===== src/cml_buf.sv =====
// Boot loader constants, types and the two-entry byte buffer
//
// Overview of operation
// - Accept boot bytes from own flash read, external SPI host, test port, user logic.
// - Capture the four mode pins a fixed time after reset rises; that value picks the mode.
// - Codes 0-3 active SPI, 4-7 passive SPI, bit1 CPOL, bit0 CPHA; 12 test port.
// - Chip select, clock and io0 drive only in active mode; inputs otherwise.
// - Active and passive modes share one set of SPI pins.
// - Flash read over one, two or four data lines; extra lines only when wider.
// - In active mode, reset release starts the flash read without outside help.
// - Active mode serial clock comes from the internal clock, no reference needed.
// - A locked external reference lets the stream switch to a faster serial clock.
// - Active mode error gives a short low failure pulse and re-reads the sequence, three times at most; a fourth error fails.
// - In passive mode the host owns the bus; the device only follows the stream.
// - Done low/fail high busy, done high/fail high ok, done high/fail low failed.
// - Done is driven low and failure released while reset is held.
// - Once the pin bank turns to user function, done may no longer be visible.
// - A forward output chains devices from one flash, single-line mode only.
// - Reset is active low; with power-on reset enabled, supplies must also be stable.
// - Test port loading works whatever the mode pins hold.
package cml_pkg;
    localparam int CLK_PERIOD_NS    = 4;
    localparam int SCLK_HALF_NS     = 20;
    localparam int SCLK_FAST_HALF_NS = 12;
    localparam int HALF_CYC         = (SCLK_HALF_NS + CLK_PERIOD_NS - 1) / CLK_PERIOD_NS;
    localparam int FAST_HALF_CYC    = (SCLK_FAST_HALF_NS + CLK_PERIOD_NS - 1) / CLK_PERIOD_NS;
    localparam int FAIL_PULSE_NS    = 40;
    localparam int FAIL_PULSE_CYC   = FAIL_PULSE_NS / CLK_PERIOD_NS;
    localparam logic [3:0] MODE_ACTIVE_MAX  = 4'h3;
    localparam logic [3:0] MODE_PASSIVE_MAX = 4'h7;
    localparam logic [3:0] MODE_TEST        = 4'hc;
    localparam int CPOL_BIT = 1;
    localparam int CPHA_BIT = 0;
    localparam logic [7:0] CMD_READ_1 = 8'h03;
    localparam logic [7:0] CMD_READ_2 = 8'h3b;
    localparam logic [7:0] CMD_READ_4 = 8'h6b;
    localparam logic [5:0] CMD_ADDR_BITS = 6'h20;
    localparam logic [5:0] DUMMY_BITS    = 6'h08;
    localparam logic [1:0] MAX_RETRIES   = 2'h3;
    localparam logic [1:0] LANE_1 = 2'h0;
    localparam logic [1:0] LANE_2 = 2'h1;
    localparam logic [1:0] LANE_4 = 2'h2;
    localparam logic [1:0] SRC_TAP = 2'h0;
    localparam logic [1:0] SRC_USER = 2'h1;
    localparam logic [1:0] SRC_SPI = 2'h2;
    localparam int BUF_DEPTH = 2;

    typedef struct packed {
        logic [7:0] data;
        logic [1:0] src;
    } cml_byte_s;

    typedef enum logic [5:0] {
        ST_WAIT  = 6'h01,
        ST_CMD   = 6'h02,
        ST_READ  = 6'h04,
        ST_PULSE = 6'h08,
        ST_DONE  = 6'h10,
        ST_FAIL  = 6'h20
    } cml_state_e;

    function automatic logic cml_is_active(input logic [3:0] m);
        return m <= MODE_ACTIVE_MAX;
    endfunction

    function automatic logic cml_is_passive(input logic [3:0] m);
        return (m > MODE_ACTIVE_MAX) && (m <= MODE_PASSIVE_MAX);
    endfunction
endpackage

`timescale 1ns/10ps
module cml_buf (
    input  wire logic               clk,
    input  wire logic               rst_n,
    input  wire logic               in_valid,
    output logic                    in_ready,
    input  wire cml_pkg::cml_byte_s in_data,
    output logic                    out_valid,
    input  wire logic               out_ready,
    output cml_pkg::cml_byte_s      out_data
);
    import cml_pkg::*;

    cml_byte_s mem_reg [BUF_DEPTH];
    logic      wr_ptr_reg;
    logic      rd_ptr_reg;
    logic [1:0] count_reg;
    logic      push;
    logic      pop;

    assign in_ready  = count_reg != 2'(BUF_DEPTH);
    assign out_valid = count_reg != 2'h0;
    assign push      = in_valid && in_ready;
    assign pop       = out_valid && out_ready;
    assign out_data  = mem_reg[rd_ptr_reg];

    always_ff @(posedge clk or negedge rst_n) begin
        if (!rst_n) begin
            mem_reg[0] <= '0;
            mem_reg[1] <= '0;
        end else if (push) begin
            mem_reg[wr_ptr_reg] <= in_data;
        end
    end

    always_ff @(posedge clk or negedge rst_n) begin
        if (!rst_n) begin
            wr_ptr_reg <= 1'b0;
            rd_ptr_reg <= 1'b0;
            count_reg  <= 2'h0;
        end else begin
            if (push) wr_ptr_reg <= ~wr_ptr_reg;
            if (pop) rd_ptr_reg <= ~rd_ptr_reg;
            count_reg <= count_reg + {1'b0, push} - {1'b0, pop};
        end
    end
endmodule // cml_buf


===== src/cml_boot_loader.sv =====
// Configuration mode capture and boot stream loader
`timescale 1ns/10ps
module cml_boot_loader (
    input  wire logic               clk,
    input  wire logic               rst_n,
    input  wire logic [3:0]         boot_source_select,
    input  wire logic               por_enable,
    input  wire logic               supplies_stable,
    input  wire logic [1:0]         lane_width,
    input  wire logic [23:0]        seq_start_addr,
    input  wire logic               pll_locked,
    input  wire logic               pll_switch,
    input  wire logic               cfg_error,
    input  wire logic               cfg_complete,
    input  wire logic               bank_user,
    input  wire logic               tap_byte_valid,
    input  wire logic [7:0]         tap_byte_data,
    output logic                    tap_byte_ready,
    input  wire logic               user_byte_valid,
    input  wire logic [7:0]         user_byte_data,
    output logic                    user_byte_ready,
    output logic                    cfg_byte_valid,
    input  wire logic               cfg_byte_ready,
    output cml_pkg::cml_byte_s      cfg_byte,
    input  wire logic               spi_cs_n_in,
    output logic                    spi_cs_n_out,
    output logic                    spi_cs_n_oe,
    input  wire logic               spi_sclk_in,
    output logic                    spi_sclk_out,
    output logic                    spi_sclk_oe,
    input  wire logic               boot_spi_io0_in,
    output logic                    boot_spi_io0_out,
    output logic                    boot_spi_io0_oe,
    input  wire logic               boot_spi_io1,
    input  wire logic               boot_spi_io2,
    input  wire logic               boot_spi_io3,
    output logic                    cfg_done,
    output logic                    cfg_done_oe,
    input  wire logic               cfg_failed_n_in,
    output logic                    cfg_failed_n_out,
    output logic                    cfg_failed_n_oe,
    output logic                    chain_data_forward,
    output logic [3:0]              mode_captured,
    output logic                    passive_overrun,
    output logic                    bus_failed_seen
);
    import cml_pkg::*;

    localparam int SYNC_W = 13;

    logic [SYNC_W-1:0] meta_reg;
    logic [SYNC_W-1:0] sync_reg;
    logic [3:0]        mode_pins;
    logic              cs_s;
    logic              sclk_s;
    logic [3:0]        io_s;
    logic              fail_s;
    logic              lock_s;
    logic              stable_s;
    logic              sclk_prev_reg;

    logic [1:0]        cap_cnt_reg;
    logic              captured;
    logic [3:0]        mode_reg;
    logic              run;
    logic              active;
    logic              passive;
    logic              cpol;
    logic              cpha;

    cml_state_e        state_reg;
    logic [3:0]        half_cnt_reg;
    logic              ph_reg;
    logic              tick;
    logic              lead;
    logic              trail;
    logic              sample;
    logic              launch;
    logic [39:0]       cmd_sr_reg;
    logic              mosi_reg;
    logic [5:0]        bit_cnt_reg;
    logic [5:0]        cmd_len;
    logic [7:0]        rx_sr_reg;
    logic [3:0]        rx_cnt_reg;
    logic [7:0]        rx_next;
    logic [3:0]        rx_step;
    logic [1:0]        retry_reg;
    logic [3:0]        pulse_cnt_reg;
    logic              done_reg;
    logic              fail_reg;
    logic              fwd_reg;
    logic              overrun_reg;

    logic              push_valid_reg;
    logic [7:0]        push_data_reg;
    logic              spi_take;
    logic              buf_in_valid;
    logic              buf_in_ready;
    cml_byte_s         buf_in;
    logic              p_lead;
    logic              p_byte;
    logic [3:0]        p_cnt_reg;
    logic [7:0]        p_sr_reg;

    // Two-flop synchroniser for every pin input
    always_ff @(posedge clk or negedge rst_n) begin
        if (!rst_n) begin
            meta_reg <= '0;
            sync_reg <= '0;
        end else begin
            meta_reg <= {boot_source_select, spi_cs_n_in, spi_sclk_in, boot_spi_io3, boot_spi_io2,
                         boot_spi_io1, boot_spi_io0_in, cfg_failed_n_in, pll_locked, supplies_stable};
            sync_reg <= meta_reg;
        end
    end

    assign mode_pins = sync_reg[12:9];
    assign cs_s      = sync_reg[8];
    assign sclk_s    = sync_reg[7];
    assign io_s      = sync_reg[6:3];
    assign fail_s    = sync_reg[2];
    assign lock_s    = sync_reg[1];
    assign stable_s  = sync_reg[0];

    // Mode capture a fixed time after reset release, once the pins have settled
    always_ff @(posedge clk or negedge rst_n) begin
        if (!rst_n) begin
            cap_cnt_reg <= 2'h0;
            mode_reg    <= MODE_TEST;
        end else begin
            if (!captured) cap_cnt_reg <= cap_cnt_reg + 2'h1;
            if (cap_cnt_reg == 2'h2) mode_reg <= mode_pins;
        end
    end

    assign captured = cap_cnt_reg == 2'h3;
    assign run      = captured && (!por_enable || stable_s);
    assign active   = captured && cml_is_active(mode_reg);
    assign passive  = captured && cml_is_passive(mode_reg);
    assign cpol     = mode_reg[CPOL_BIT];
    assign cpha     = mode_reg[CPHA_BIT];
    assign mode_captured = mode_reg;

    // Internal serial clock divider, faster once the reference PLL is locked and pll_switch is set
    assign tick    = (half_cnt_reg == 4'h0) && !push_valid_reg;
    assign lead    = tick && !ph_reg;
    assign trail   = tick && ph_reg;
    assign sample  = cpha ? trail : lead;
    assign launch  = cpha ? lead : trail;
    assign cmd_len = (lane_width == LANE_1) ? CMD_ADDR_BITS : CMD_ADDR_BITS + DUMMY_BITS;

    always_ff @(posedge clk or negedge rst_n) begin
        if (!rst_n) begin
            half_cnt_reg <= 4'h0;
            ph_reg       <= 1'b0;
        end else if (state_reg != ST_CMD && state_reg != ST_READ) begin
            half_cnt_reg <= 4'(HALF_CYC - 1);
            ph_reg       <= 1'b0;
        end else if (!push_valid_reg) begin
            if (half_cnt_reg == 4'h0) begin
                half_cnt_reg <= (pll_switch && lock_s) ? 4'(FAST_HALF_CYC - 1) : 4'(HALF_CYC - 1);
                ph_reg       <= ~ph_reg;
            end else begin
                half_cnt_reg <= half_cnt_reg - 4'h1;
            end
        end
    end

    function automatic logic [7:0] read_cmd(input logic [1:0] w);
        case (w)
            LANE_2:  return CMD_READ_2;
            LANE_4:  return CMD_READ_4;
            default: return CMD_READ_1;
        endcase
    endfunction

    // Lane-width dependent byte assembly
    always_comb begin
        case (lane_width)
            LANE_2: begin
                rx_next = {rx_sr_reg[5:0], io_s[1], io_s[0]};
                rx_step = 4'h2;
            end
            LANE_4: begin
                rx_next = {rx_sr_reg[3:0], io_s[3], io_s[2], io_s[1], io_s[0]};
                rx_step = 4'h4;
            end
            default: begin
                rx_next = {rx_sr_reg[6:0], io_s[1]};
                rx_step = 4'h1;
            end
        endcase
    end

    // Active loader sequence
    always_ff @(posedge clk or negedge rst_n) begin
        if (!rst_n) begin
            state_reg     <= ST_WAIT;
            cmd_sr_reg    <= '0;
            mosi_reg      <= 1'b0;
            bit_cnt_reg   <= 6'h0;
            rx_cnt_reg    <= 4'h0;
            rx_sr_reg     <= 8'h0;
            retry_reg     <= 2'h0;
            pulse_cnt_reg <= 4'h0;
        end else begin
            case (state_reg)
                ST_WAIT: begin
                    if (active && run) begin
                        state_reg   <= ST_CMD;
                        cmd_sr_reg  <= {read_cmd(lane_width), 24'h000000, 8'h00};
                        mosi_reg    <= 1'(read_cmd(lane_width) >> 7);
                        bit_cnt_reg <= 6'h0;
                    end
                end
                ST_CMD: begin
                    if (launch) begin
                        mosi_reg   <= cpha ? cmd_sr_reg[39] : cmd_sr_reg[38];
                        cmd_sr_reg <= cmd_sr_reg << (cpha ? 0 : 1);
                    end
                    if (sample) begin
                        if (cpha) cmd_sr_reg <= cmd_sr_reg << 1;
                        bit_cnt_reg <= bit_cnt_reg + 6'h1;
                        if (bit_cnt_reg == cmd_len - 6'h1) begin
                            state_reg  <= ST_READ;
                            rx_cnt_reg <= 4'h0;
                        end
                    end
                end
                ST_READ: begin
                    if (sample) begin
                        rx_sr_reg  <= rx_next;
                        rx_cnt_reg <= (rx_cnt_reg + rx_step == 4'h8) ? 4'h0 : rx_cnt_reg + rx_step;
                    end
                end
                ST_PULSE: begin
                    pulse_cnt_reg <= pulse_cnt_reg - 4'h1;
                    if (pulse_cnt_reg == 4'h1) begin
                        state_reg   <= ST_CMD;
                        cmd_sr_reg  <= {read_cmd(lane_width), seq_start_addr, 8'h00};
                        mosi_reg    <= 1'(read_cmd(lane_width) >> 7);
                        bit_cnt_reg <= 6'h0;
                    end
                end
                default: ;
            endcase
            if ((state_reg == ST_CMD || state_reg == ST_READ) && cfg_complete) begin
                state_reg <= ST_DONE;
            end else if ((state_reg == ST_CMD || state_reg == ST_READ) && cfg_error) begin
                if (retry_reg == MAX_RETRIES) begin
                    state_reg <= ST_FAIL;
                end else begin
                    retry_reg     <= retry_reg + 2'h1;
                    state_reg     <= ST_PULSE;
                    pulse_cnt_reg <= 4'(FAIL_PULSE_CYC);
                end
            end else if (state_reg == ST_WAIT && captured && !active && run) begin
                if (cfg_complete) state_reg <= ST_DONE;
                else if (cfg_error) state_reg <= ST_FAIL;
            end
        end
    end

    // Passive receiver edge tracking on the host clock
    always_ff @(posedge clk or negedge rst_n) begin
        if (!rst_n) sclk_prev_reg <= 1'b0;
        else sclk_prev_reg <= sclk_s;
    end

    assign p_lead = passive && !cs_s && (sclk_s != sclk_prev_reg) && (sclk_s == (cpha ? cpol : !cpol));
    assign p_byte = p_lead && (p_cnt_reg == 4'h7);

    // Byte hand-off from the SPI side; active mode stalls, passive may overrun
    always_ff @(posedge clk or negedge rst_n) begin
        if (!rst_n) begin
            push_valid_reg <= 1'b0;
            push_data_reg  <= 8'h0;
            overrun_reg    <= 1'b0;
        end else begin
            if (spi_take) push_valid_reg <= 1'b0;
            if (state_reg == ST_READ && sample && (rx_cnt_reg + rx_step == 4'h8)) begin
                push_valid_reg <= 1'b1;
                push_data_reg  <= rx_next;
            end else if (p_byte) begin
                if (push_valid_reg && !spi_take) overrun_reg <= 1'b1;
                push_valid_reg <= 1'b1;
                push_data_reg  <= {p_sr_reg[6:0], io_s[0]};
            end
        end
    end

    always_ff @(posedge clk or negedge rst_n) begin
        if (!rst_n) begin
            p_cnt_reg <= 4'h0;
            p_sr_reg  <= 8'h0;
        end else if (!passive || cs_s) begin
            p_cnt_reg <= 4'h0;
        end else if (p_lead) begin
            p_sr_reg  <= {p_sr_reg[6:0], io_s[0]};
            p_cnt_reg <= (p_cnt_reg == 4'h7) ? 4'h0 : p_cnt_reg + 4'h1;
        end
    end

    // Source arbitration: test port, then user logic, then SPI
    assign tap_byte_ready  = buf_in_ready;
    assign user_byte_ready = buf_in_ready && !tap_byte_valid;
    assign spi_take        = push_valid_reg && buf_in_ready && !tap_byte_valid && !user_byte_valid;
    assign buf_in_valid    = tap_byte_valid || user_byte_valid || push_valid_reg;

    always_comb begin
        if (tap_byte_valid) buf_in = '{data: tap_byte_data, src: SRC_TAP};
        else if (user_byte_valid) buf_in = '{data: user_byte_data, src: SRC_USER};
        else buf_in = '{data: push_data_reg, src: SRC_SPI};
    end

    cml_buf u_buf (
        .clk       (clk),
        .rst_n     (rst_n),
        .in_valid  (buf_in_valid),
        .in_ready  (buf_in_ready),
        .in_data   (buf_in),
        .out_valid (cfg_byte_valid),
        .out_ready (cfg_byte_ready),
        .out_data  (cfg_byte)
    );

    // Status flags and chain forward
    always_ff @(posedge clk or negedge rst_n) begin
        if (!rst_n) begin
            done_reg <= 1'b0;
            fail_reg <= 1'b0;
            fwd_reg  <= 1'b0;
        end else begin
            done_reg <= state_reg == ST_DONE || state_reg == ST_FAIL;
            fail_reg <= state_reg == ST_PULSE || state_reg == ST_FAIL;
            fwd_reg  <= active && lane_width == LANE_1 && state_reg == ST_DONE && io_s[1];
        end
    end

    assign cfg_done         = done_reg;
    assign cfg_done_oe      = !bank_user;
    assign cfg_failed_n_out = 1'b0;
    assign cfg_failed_n_oe  = fail_reg;
    assign bus_failed_seen  = !fail_s && !fail_reg;
    assign chain_data_forward = fwd_reg;
    assign passive_overrun  = overrun_reg;

    // Shared pins, driven whenever the captured mode is active; io0 is released in ST_READ for two- and four-lane reads
    assign spi_cs_n_oe      = active;
    assign spi_sclk_oe      = active;
    assign spi_cs_n_out     = !(state_reg == ST_CMD || state_reg == ST_READ);
    assign spi_sclk_out     = cpol ^ ph_reg;
    assign boot_spi_io0_oe  = active && !(state_reg == ST_READ && lane_width != LANE_1);
    assign boot_spi_io0_out = mosi_reg;
endmodule // cml_boot_loader


===== config.mk =====
export PLATFORM = sky130hd
export DESIGN_NAME = cml_boot_loader
export DESIGN_NICKNAME = d
export VERILOG_FILES = /design/src/cml_buf.sv /design/src/cml_boot_loader.sv
export SDC_FILE = /design/constraint.sdc
export NUM_CORES = 1
export LEC_CHECK = 0
export ABC_AREA = 1
export BUFFER_PORTS_ARGS = -buffer_cell sky130_fd_sc_hd__buf_2
export CAP_MARGIN = 40
export CELL_PAD_IN_SITES_DETAIL_PLACEMENT = 2
export CELL_PAD_IN_SITES_GLOBAL_PLACEMENT = 2
export CORE_UTILIZATION = 36
export CTS_BUF_LIST = sky130_fd_sc_hd__clkbuf_8
export DETAILED_ROUTE_END_ITERATION = 16
export PLACE_DENSITY = 0.81
export SYNTH_ARGS = -nofsm -noshare
export SYNTH_HDL_FRONTEND = slang
export SYNTH_SLANG_ARGS = --single-unit

===== constraint.sdc =====
create_clock -name clk -period 2.9 [get_ports clk]
set_clock_uncertainty 0.1 [all_clocks]
set_input_delay 0.145 -clock clk [delete_from_list [all_inputs] [get_ports clk]]
set_output_delay 0.145 -clock clk [all_outputs]
set_load 0.1 [all_outputs]

==> impl_results.rst, run 1 <==
.. list-table::
   :header-rows: 1

   * - Metric
     - Value
   * - Maximum vdd drop
     - 0.0003685 V
   * - Clock-pin transition on the worst setup and hold timing paths
     - 90 ps
   * - Met1 GRT Util
     - 28.63%
   * - Number of pins with negative max-slew slack in the final report
     - 0
   * - Die width
     - 147.5 um
   * - Routed vias/inst
     - 4.927
   * - Unique masters post-synth
     - 48
   * - Number of buffers inserted to repair setup after CTS
     - 0
   * - Total number of yosys warnings
     - 0
   * - Clock network latency to the later pin of the worst-skew pair
     - 480 ps
   * - Layout cells sized above 1
     - 18.14%
   * - Number of max-capacitance violations reported
     - 0
   * - Most repeated library cell on the critical path
     - sky130_fd_sc_hd__inv_1
   * - GR peak layer
     - met2
   * - Aggregate global-route resource usage
     - 22.88%
   * - Kind of end point of the critical path
     - output pin
   * - Final-stage net count
     - 1147
   * - Multi-input gate area in the final layout
     - 0.003122 mm2
   * - Worst-Margin Slew
     - 831.0 ps
   * - Series of cell instances along the critical path
     - ha_1, inv_1, nor2_2, inv_1, a21oi_2, buf_2
   * - Worst-path maximum fanout
     - 6
   * - Maximum operating frequency
     - 417.4 MHz
   * - Leakage Power
     - 4.692 nW
   * - Wire length of the first global-routing pass
     - 38.99 mm
   * - CP Launch Type
     - flop
   * - Power per Cell Area
     - 630.6 mW/mm2
   * - Synthesis-to-layout area growth
     - 22.70%
   * - Critical path's largest stage delay
     - 430 ps
   * - Rows
     - 52
   * - Floorplan Core Area
     - 0.02049 mm2
   * - Sequential fraction of the synthesis area
     - 51.26%
   * - Relative slew margins
     - 44.52%
   * - Number of filler instances in the final layout
     - 2339
   * - Buffers added on ports
     - 93
   * - Outcome
     - finished clean
   * - Half-perimeter wire length after detailed placement
     - 15.16 mm
   * - Largest net degree at the start of global routing
     - 58
   * - WL per Instance
     - 17.03 um
   * - Die outline area
     - 0.02176 mm2
   * - Overall via count from detail_route
     - 6627
   * - M3 GR Usage
     - 4.074%
   * - GRT overflow
     - 0
   * - Share of the clock period used by the worst path after layout
     - 82.62%
   * - Number of enable-type register cells in the synthesized netlist
     - 0
   * - Number of flip-flops under the largest register name
     - 40
   * - IO Count
     - 95
   * - First-pass DRT Iterations
     - 6
   * - Leading cell types in the layout, fill and taps excluded
     - sky130_fd_sc_hd__nand2_1 (296), sky130_fd_sc_hd__dfrtp_1 (153), sky130_fd_sc_hd__inv_1 (107)
   * - Number of nets with antenna violations after detailed routing
     - 0
   * - Worst hold margin
     - 99.79 ps
   * - CTS Buffer Depth
     - 2
   * - Hold Crit Class
     - in -> async
   * - Core occupancy in the finished layout
     - 45.64%
   * - Cell Area, Synth
     - 0.007624 mm2
   * - Unrepaired setup endpoints after global routing
     - false
   * - Seq cells post-synth
     - 156
   * - Total inserted antenna cells
     - 0
   * - First DRT Iteration DRCs
     - 224
   * - Hold Fails Final Rpt
     - 0
   * - Die height
     - 147.5 um
   * - Met2 global-route usage
     - 40.92%
   * - Number of clock buffers inserted by TritonCTS
     - 17
   * - Critical path arrival
     - 2150 ps
   * - Critical path class
     - reg -> out
   * - Standard cell with the maximum stage delay on the critical path
     - sky130_fd_sc_hd__buf_2
   * - Initial standard-cell utilization of the core
     - 37.20%
   * - Required time of the critical path
     - 2650 ps
   * - DRC violation count after routing
     - 0
   * - Number of antenna violations at the first check in global routing
     - 0
   * - Top flip-flop cell by instance count after synthesis
     - sky130_fd_sc_hd__dfrtp_1
   * - Final-report setup violation count
     - 0
   * - Gpl congestion
     - 0.7602
   * - Overall routed net length
     - 22.91 mm
   * - Clock tree from TritonCTS
     - yes
   * - Final critical path time including I/O delays and setup
     - 2396 ps
   * - Number of global-route vias before repair
     - 7492
   * - Total nets after synthesis
     - 990
   * - Post-Syn Area per Cell
     - 8.424 um2
   * - Sinks on Clock Net
     - 156
   * - Mapped Cells
     - 905
   * - Most common library cell in the layout ignoring fill and taps
     - sky130_fd_sc_hd__nand2_1
   * - Cell at the root of the clock tree
     - sky130_fd_sc_hd__clkbuf_8
   * - Number of levels in the clock H-tree
     - 4
   * - Flip-flop and latch area
     - 0.003908 mm2
   * - Ys async rst share
     - 100.0%
[synth_stat cells (3+ instances only)]
master / count / share of area (%)
sky130_fd_sc_hd__xnor2_1: 8 / 0.92
sky130_fd_sc_hd__dfrtp_1: 153 / 50
sky130_fd_sc_hd__o21ai_0: 49 / 3.2
sky130_fd_sc_hd__nor2_4: 4 / 0.59
sky130_fd_sc_hd__nand3_1: 96 / 6.3
sky130_fd_sc_hd__nor3_1: 5 / 0.33
sky130_fd_sc_hd__inv_2: 8 / 0.39
sky130_fd_sc_hd__o22ai_1: 4 / 0.33
sky130_fd_sc_hd__nand3_2: 10 / 1.3
sky130_fd_sc_hd__or2_2: 3 / 0.25
sky130_fd_sc_hd__buf_6: 3 / 0.44
sky130_fd_sc_hd__nand4_2: 3 / 0.49
sky130_fd_sc_hd__o21ai_1: 4 / 0.26
sky130_fd_sc_hd__dfstp_2: 3 / 1.0
sky130_fd_sc_hd__mux2_2: 10 / 1.5
sky130_fd_sc_hd__xor2_1: 6 / 0.69
sky130_fd_sc_hd__buf_2: 15 / 0.98
sky130_fd_sc_hd__inv_1: 105 / 5.2
sky130_fd_sc_hd__ha_1: 19 / 3.1
sky130_fd_sc_hd__nand4_1: 9 / 0.74
sky130_fd_sc_hd__nor2_2: 6 / 0.49
sky130_fd_sc_hd__a21oi_1: 8 / 0.53
sky130_fd_sc_hd__nor2_1: 42 / 2.1
sky130_fd_sc_hd__clkbuf_1: 5 / 0.25
sky130_fd_sc_hd__buf_4: 3 / 0.30
sky130_fd_sc_hd__nand2_1: 296 / 15
[final cells by class]
| cell class | instances | area share (%) |
|---|---|---|
| Multi-Input combinational cell | 606 | 33.37 |
| Tap cell | 270 | 3.612 |
| Timing Repair Buffer | 166 | 12.65 |
| Sequential cell | 156 | 41.77 |
| Clock inverter | 14 | 1.324 |
| Inverter | 115 | 4.615 |
| Clock buffer | 18 | 2.648 |
[power by group]
| group | switching (mW) | internal, mW | leakage [nW] |
|---|---|---|---|
| clock | 0.906 | 0.702 | 0.192 |
| sequential | 0.139 | 2.37 | 1.78 |
| combinational | 1.36 | 0.423 | 2.72 |
| total | 2.40 | 3.50 | 4.69 |
[through the flow]
stage               setup WS [ps]  instances  TNS, ps  cell area (um2)  total power [mW]
floorplan                  -26.85        905   -268.5             7630             3.872
global route                351.2       1345        0             9354             6.205
detailed placement          248.6       1254        0             8392             4.268
CTS                         456.7       1345        0             9354             5.951
finish                      504.1       1345        0             9354             5.899
global placement            414.0       1253        0             8381             4.203
[kinds of logic after synthesis]
family                     Yosys count  share of synthesized area, %
AOI/OAI and AO/OA                   76                         5.465
xor gates and xnor gates            14                         1.608
adders and majority gates           20                         3.381
buffers and inverters              143                         7.878
DFF                                156                         51.26
muxes                               11                         1.625
other                                1                       0.04919
and+or+nand+nor                    484                         28.74
[worst max-delay path, delay by kind of cell (launching register included)]
family,cells,cell delay [ps]
AND/OR/NAND/NOR,1,180
flip-flops,1,420
adder cells (fa/ha/maj),1,350
AO/OA/AOI/OAI,1,100
buffers and inverters,3,610
[worst paths after layout]
check	startpoint	cells past startpoint	slack, ps	endpoint
worst min register to register	meta_reg[3]$_DFF_PN0_	0	250	sync_reg[3]$_DFF_PN0_
worst max register to register	cap_cnt_reg[1]$_DFFE_PN0P_	9	560	cmd_sr_reg[26]$_DFFE_PN0P_
max in group asynchronous	rst_n	3	1800	state_reg[0]$_DFF_PN1_
worst min-delay path	rst_n	2	100	half_cnt_reg[0]$_DFFE_PN0P_
worst max-delay path	cap_cnt_reg[1]$_DFFE_PN0P_	6	500	boot_spi_io0_oe
min in group clk	lane_width[1]	6	110	cmd_sr_reg[38]$_DFFE_PN0P_
[metal layers]
metal  vias up  wire length, um
met5         -                0
met1      3365            10390
met3        15              512
met4         0              202
li1       3170                -
met2        77            11810
[timing repair]
item	CTS	global route
gates resized for setup	0	0
endpoints found under the hold margin	119	0
hold buffers	59	0
(Power assumes the default switching activity.)
==> run 2: changes to the inputs <==
- ABC_AREA: 1 -> 0
- CORE_UTILIZATION: 36 -> 39
- PLACE_DENSITY: 0.81 -> 0.8
- clock period: 2.9 -> 2.3 ns (I/O delays scaled with it)
==> impl_results.rst, run 2 <==
.. list-table::
   :header-rows: 1

   * - Metric
     - Value
   * - Power per Cell Area
     - 1013 mW/mm2 (+61%)
   * - Maximum operating frequency
     - 408.5 MHz
   * - Required time of the critical path
     - 2590 ps (-60 ps)
   * - IO Count
     - 95 (unchanged)
   * - Unique masters post-synth
     - 58 (+21%)
   * - Register-to-Register Setup Slack
     - -150 ps (-710 ps)
   * - WL per Instance
     - 24.74 um (+45%)
   * - Commonest cells post-synth
     - sky130_fd_sc_hd__dfrtp_1 (153), sky130_fd_sc_hd__nand2_1 (49), sky130_fd_sc_hd__nor2_1 (41), sky130_fd_sc_hd__o21ai_0 (38), sky130_fd_sc_hd__a22o_1 (34)
   * - Die height
     - 135.8 um (-7.9%)
   * - Setup crit end
     - bit_cnt_reg[5]$_DFFE_PN0P_
   * - Number of nets with antenna violations after detailed routing
     - 0 (unchanged)
   * - Largest net degree at the start of global routing
     - 66 (+14%)
   * - Floorplan Core Area
     - 0.01742 mm2 (-15%)
   * - Depth of the critical timing path with buffers and inverters included
     - 7 (+1)
   * - Standard cell with the maximum stage delay on the critical path
     - sky130_fd_sc_hd__or4_4
   * - Clock tree from TritonCTS
     - yes
   * - Rows
     - 48 (-7.7%)
   * - Share of the clock period used by the worst path after layout
     - 106.4%
   * - CTS Buffer Depth
     - 2 (unchanged)
   * - Total inserted antenna cells
     - 0 (unchanged)
   * - Core occupancy in the finished layout
     - 52.11% (+6.5 points)
   * - Post-Syn Area per Cell
     - 11.30 um2 (+34%)
   * - Number of clock buffers inserted by TritonCTS
     - 17 (unchanged)
   * - Clock network latency to the later pin of the worst-skew pair
     - 470 ps (about the same)
   * - Overall routed net length
     - 25.46 mm (+11%)
   * - Worst-Margin Slew
     - 807.3 ps (-23.78 ps)
   * - Initial standard-cell utilization of the core
     - 40.11% (+2.9 points)
   * - Hold Fails Final Rpt
     - 0 (unchanged)
   * - Critical path's largest stage delay
     - 470 ps (+40 ps)
   * - Critical path arrival
     - 2740 ps (+590 ps)
   * - Dominant combinational cell family by area after synthesis
     - compound AO/OA/AOI/OAI gates
   * - Worst-path maximum fanout
     - 5 (-1)
   * - Share of Yosys cell area claimed by the top area cell type
     - 54.81% (+4.6 points)
   * - Buffers added on ports
     - 93 (unchanged)
   * - Most common library cell in the layout ignoring fill and taps
     - sky130_fd_sc_hd__dfrtp_1
   * - Clock-pin transition on the worst setup and hold timing paths
     - 90 ps (about the same)
   * - Cell at the root of the clock tree
     - sky130_fd_sc_hd__clkbuf_8
   * - Flip-flop and latch area
     - 0.003919 mm2 (+0.29%)
   * - Unrepaired setup endpoints after global routing
     - true
   * - Post-synth top area cell
     - sky130_fd_sc_hd__dfrtp_1
   * - Series of cell instances along the critical path
     - ha_2, or3b_4, o2111a_1, a221o_1, buf_6, or4_4, a21oi_2
   * - First-pass DRT Iterations
     - 4 (-2)
   * - DRC violation count after routing
     - 0 (unchanged)
   * - Number of flip-flops under the largest register name
     - 40 (unchanged)
   * - Number of max-capacitance violations reported
     - 0 (unchanged)
   * - Outcome
     - finished, violations left
   * - Sinks on Clock Net
     - 156 (unchanged)
   * - Total Neg Setup Slack
     - -3525 ps (-3525 ps)
   * - GRT overflow
     - 0 (unchanged)
   * - Number of enable-type register cells in the synthesized netlist
     - 0 (unchanged)
   * - Top flip-flop cell by instance count after synthesis
     - sky130_fd_sc_hd__dfrtp_1
   * - Reg2reg end
     - bit_cnt_reg[5]$_DFFE_PN0P_
   * - Number of global-route vias before repair
     - 6695 (-11%)
   * - Aggregate global-route resource usage
     - 27.48% (+4.6 points)
   * - Hold Crit Class
     - in -> reg
   * - Ys async rst share
     - 100.0% (unchanged)
   * - Half-perimeter wire length after detailed placement
     - 13.95 mm (-8.0%)
   * - Cell Area, Synth
     - 0.006985 mm2 (-8.4%)
   * - Total nets after synthesis
     - 703 (-29%)
   * - First DRT Iteration DRCs
     - 250 (+12%)
   * - Synthesis-to-layout area growth
     - 29.93%
   * - Number of antenna violations at the first check in global routing
     - 0 (unchanged)
   * - Reg-to-reg startpoint
     - cap_cnt_reg[0]$_DFFE_PN0P_
   * - Kind of end point of the critical path
     - flop
   * - CP Launch Type
     - flop
   * - Leading cell types in the layout, fill and taps excluded
     - sky130_fd_sc_hd__dfrtp_1 (150), sky130_fd_sc_hd__buf_2 (89), sky130_fd_sc_hd__dlygate4sd3_1 (49)
   * - Area fraction in and, or, nand and nor cells after synthesis
     - 11.11% (-18 points)
   * - Final critical path time including I/O delays and setup
     - 2448 ps
   * - Maximum vdd drop
     - 0.0008179 V (+120%)
   * - Final Worst Setup Slack
     - -148.3 ps (-652.4 ps)
   * - Gpl congestion
     - 0.7994 (+5.2%)
   * - Final-report setup violation count
     - 45 (+45)
   * - Number of pins with negative max-slew slack in the final report
     - 0 (unchanged)
   * - Most frequent cell after synthesis
     - sky130_fd_sc_hd__dfrtp_1
   * - Worst hold margin
     - 19.81 ps (-79.98 ps)
   * - Fraction of the mapped netlist area in compound gates
     - 15.96% (+10 points)
   * - Critical path startpoint
     - cap_cnt_reg[0]$_DFFE_PN0P_
   * - Number of cells on the worst reg-to-reg path
     - 7 (-2)
   * - Seq cells post-synth
     - 156 (unchanged)
   * - Overall via count from detail_route
     - 5728 (-14%)
   * - Mux share of post-synthesis cell area
     - 7.720% (+6.1 points)
   * - Relative slew margins
     - 46.18% (+1.7 points)
   * - Leakage Power
     - 4.580 nW (-2.4%)
   * - Final-stage net count
     - 877 (-24%)
   * - Arithmetic-cell share of the synthesized area counting full adders, half adders and majority gates
     - 3.690% (+0.31 points)
   * - Layout cells sized above 1
     - 28.98% (+11 points)
   * - Sequential fraction of the synthesis area
     - 55.94% (+4.7 points)
   * - Xor/xnor cell area share of the yosys netlist
     - 2.382% (+0.77 points)
   * - Final total power
     - 9.190 mW (+56%)
   * - Violated checks
     - negative setup slack
   * - Critical path class
     - reg -> reg
   * - Number of filler instances in the final layout
     - 1743 (-25%)
   * - Number of levels in the clock H-tree
     - 4 (unchanged)
   * - Number of buffers and inverters on the critical path
     - 1 (-2)
   * - Die outline area
     - 0.01845 mm2 (-15%)
   * - Largest cells by area after synthesis
     - sky130_fd_sc_hd__dfrtp_1 (55%), sky130_fd_sc_hd__a22o_1 (4.3%), sky130_fd_sc_hd__mux2i_1 (4.0%), sky130_fd_sc_hd__mux2_2 (3.7%), sky130_fd_sc_hd__ha_1 (3.4%)
   * - Mapped Cells
     - 618 (-32%)
   * - Routed vias/inst
     - 5.567 (+13%)
   * - Total number of yosys warnings
     - 0 (unchanged)
   * - Wire length of the first global-routing pass
     - 37.70 mm (-3.3%)
   * - Multi-input gate area in the final layout
     - 0.003030 mm2 (-2.9%)
   * - Family with the most delay on the worst path
     - simple AND/OR/NAND/NOR gates
   * - Die width
     - 135.8 um (-7.9%)
==> run 2: through the flow <==
step                area (um2)  cells  worst slack (ps)
detailed placement        8009    943            -166.7
global route              9076   1029            -206.6
global placement          8009    943            -31.85
CTS                       8954   1027            -119.3
floorplan                 7104    618            -177.5
finish                    9076   1029            -148.3
==> run 2: metal layers <==
metal / vias up / global-route usage [%] / wire (um)
li1: 2530 / - / -
met1: 3029 / 32.33 / 10200
met2: 132 / 49.91 / 14100
met3: 37 / 4.996 / 707
met4: 0 / 9.363 / 450
met5: - / 0 / 0
==> run 2: report_power, final <==
| group | switching, mW | internal (mW) | total, mW |
|---|---|---|---|
| registers | 0.428 | 3.18 | 3.60 |
| logic | 2.51 | 0.978 | 3.49 |
| clock network | 1.12 | 0.975 | 2.10 |
| total | 4.06 | 5.13 | 9.19 |
==> run 2: cell type report <==
class / instances / share of cell area (%)
multi-input combinational: 408 / 33.39
sequential: 156 / 43.18
clock inverter: 13 / 1.434
timing repair buffer: 188 / 15.26
tap: 225 / 3.102
inverter: 21 / 0.9098
clock buffer: 18 / 2.730
==> run 2: timing repair <==
| action | 4_1_cts | 5_1_grt |
|---|---|---|
| gates resized for setup | 12 | 28 |
| setup buffers | 4 | 2 |
| cloned | 0 | 0 |
| hold buffers | 49 | 0 |
| endpoints found under the hold margin | 216 | 0 |
| pin swaps | 2 | 5 |
| setup endpoints to repair | 45 | 59 |
==> run 2: logic make-up (layout without fill, tap and decap cells) <==
logic type      count (synthesis)  in the layout
compound gates                162            162
flops                         156            156
simple gates                  155            155
buf+inv                        54            240
mux                            51             51
fa+ha+maj                      20             20
xor+xnor                       19             19
other cells                     1              1
==> run 2: worst min path at each step <==
stage,from,endpoint,slack [ps],depth (start not counted)
final,user_byte_valid,u_buf.mem_reg[0]$_DFFE_PN0P_,20,3
after global routing,user_byte_valid,u_buf.mem_reg[0]$_DFFE_PN0P_,40,3
after CTS,user_byte_data[0],u_buf.mem_reg[2]$_DFFE_PN0P_,5,5
after detailed placement,rst_n,pulse_cnt_reg[3]$_DFF_PN0_,-20,1
after global placement,rst_n,pulse_cnt_reg[3]$_DFF_PN0_,-30,1
after floorplan,rst_n,bit_cnt_reg[0]$_DFFE_PN0P_,-280,0
==> run 2: worst min-delay path: stages <==
cell,delay [ps]
sky130_fd_sc_hd__buf_2,200
sky130_fd_sc_hd__nand2b_1,130
sky130_fd_sc_hd__o21ai_0,90
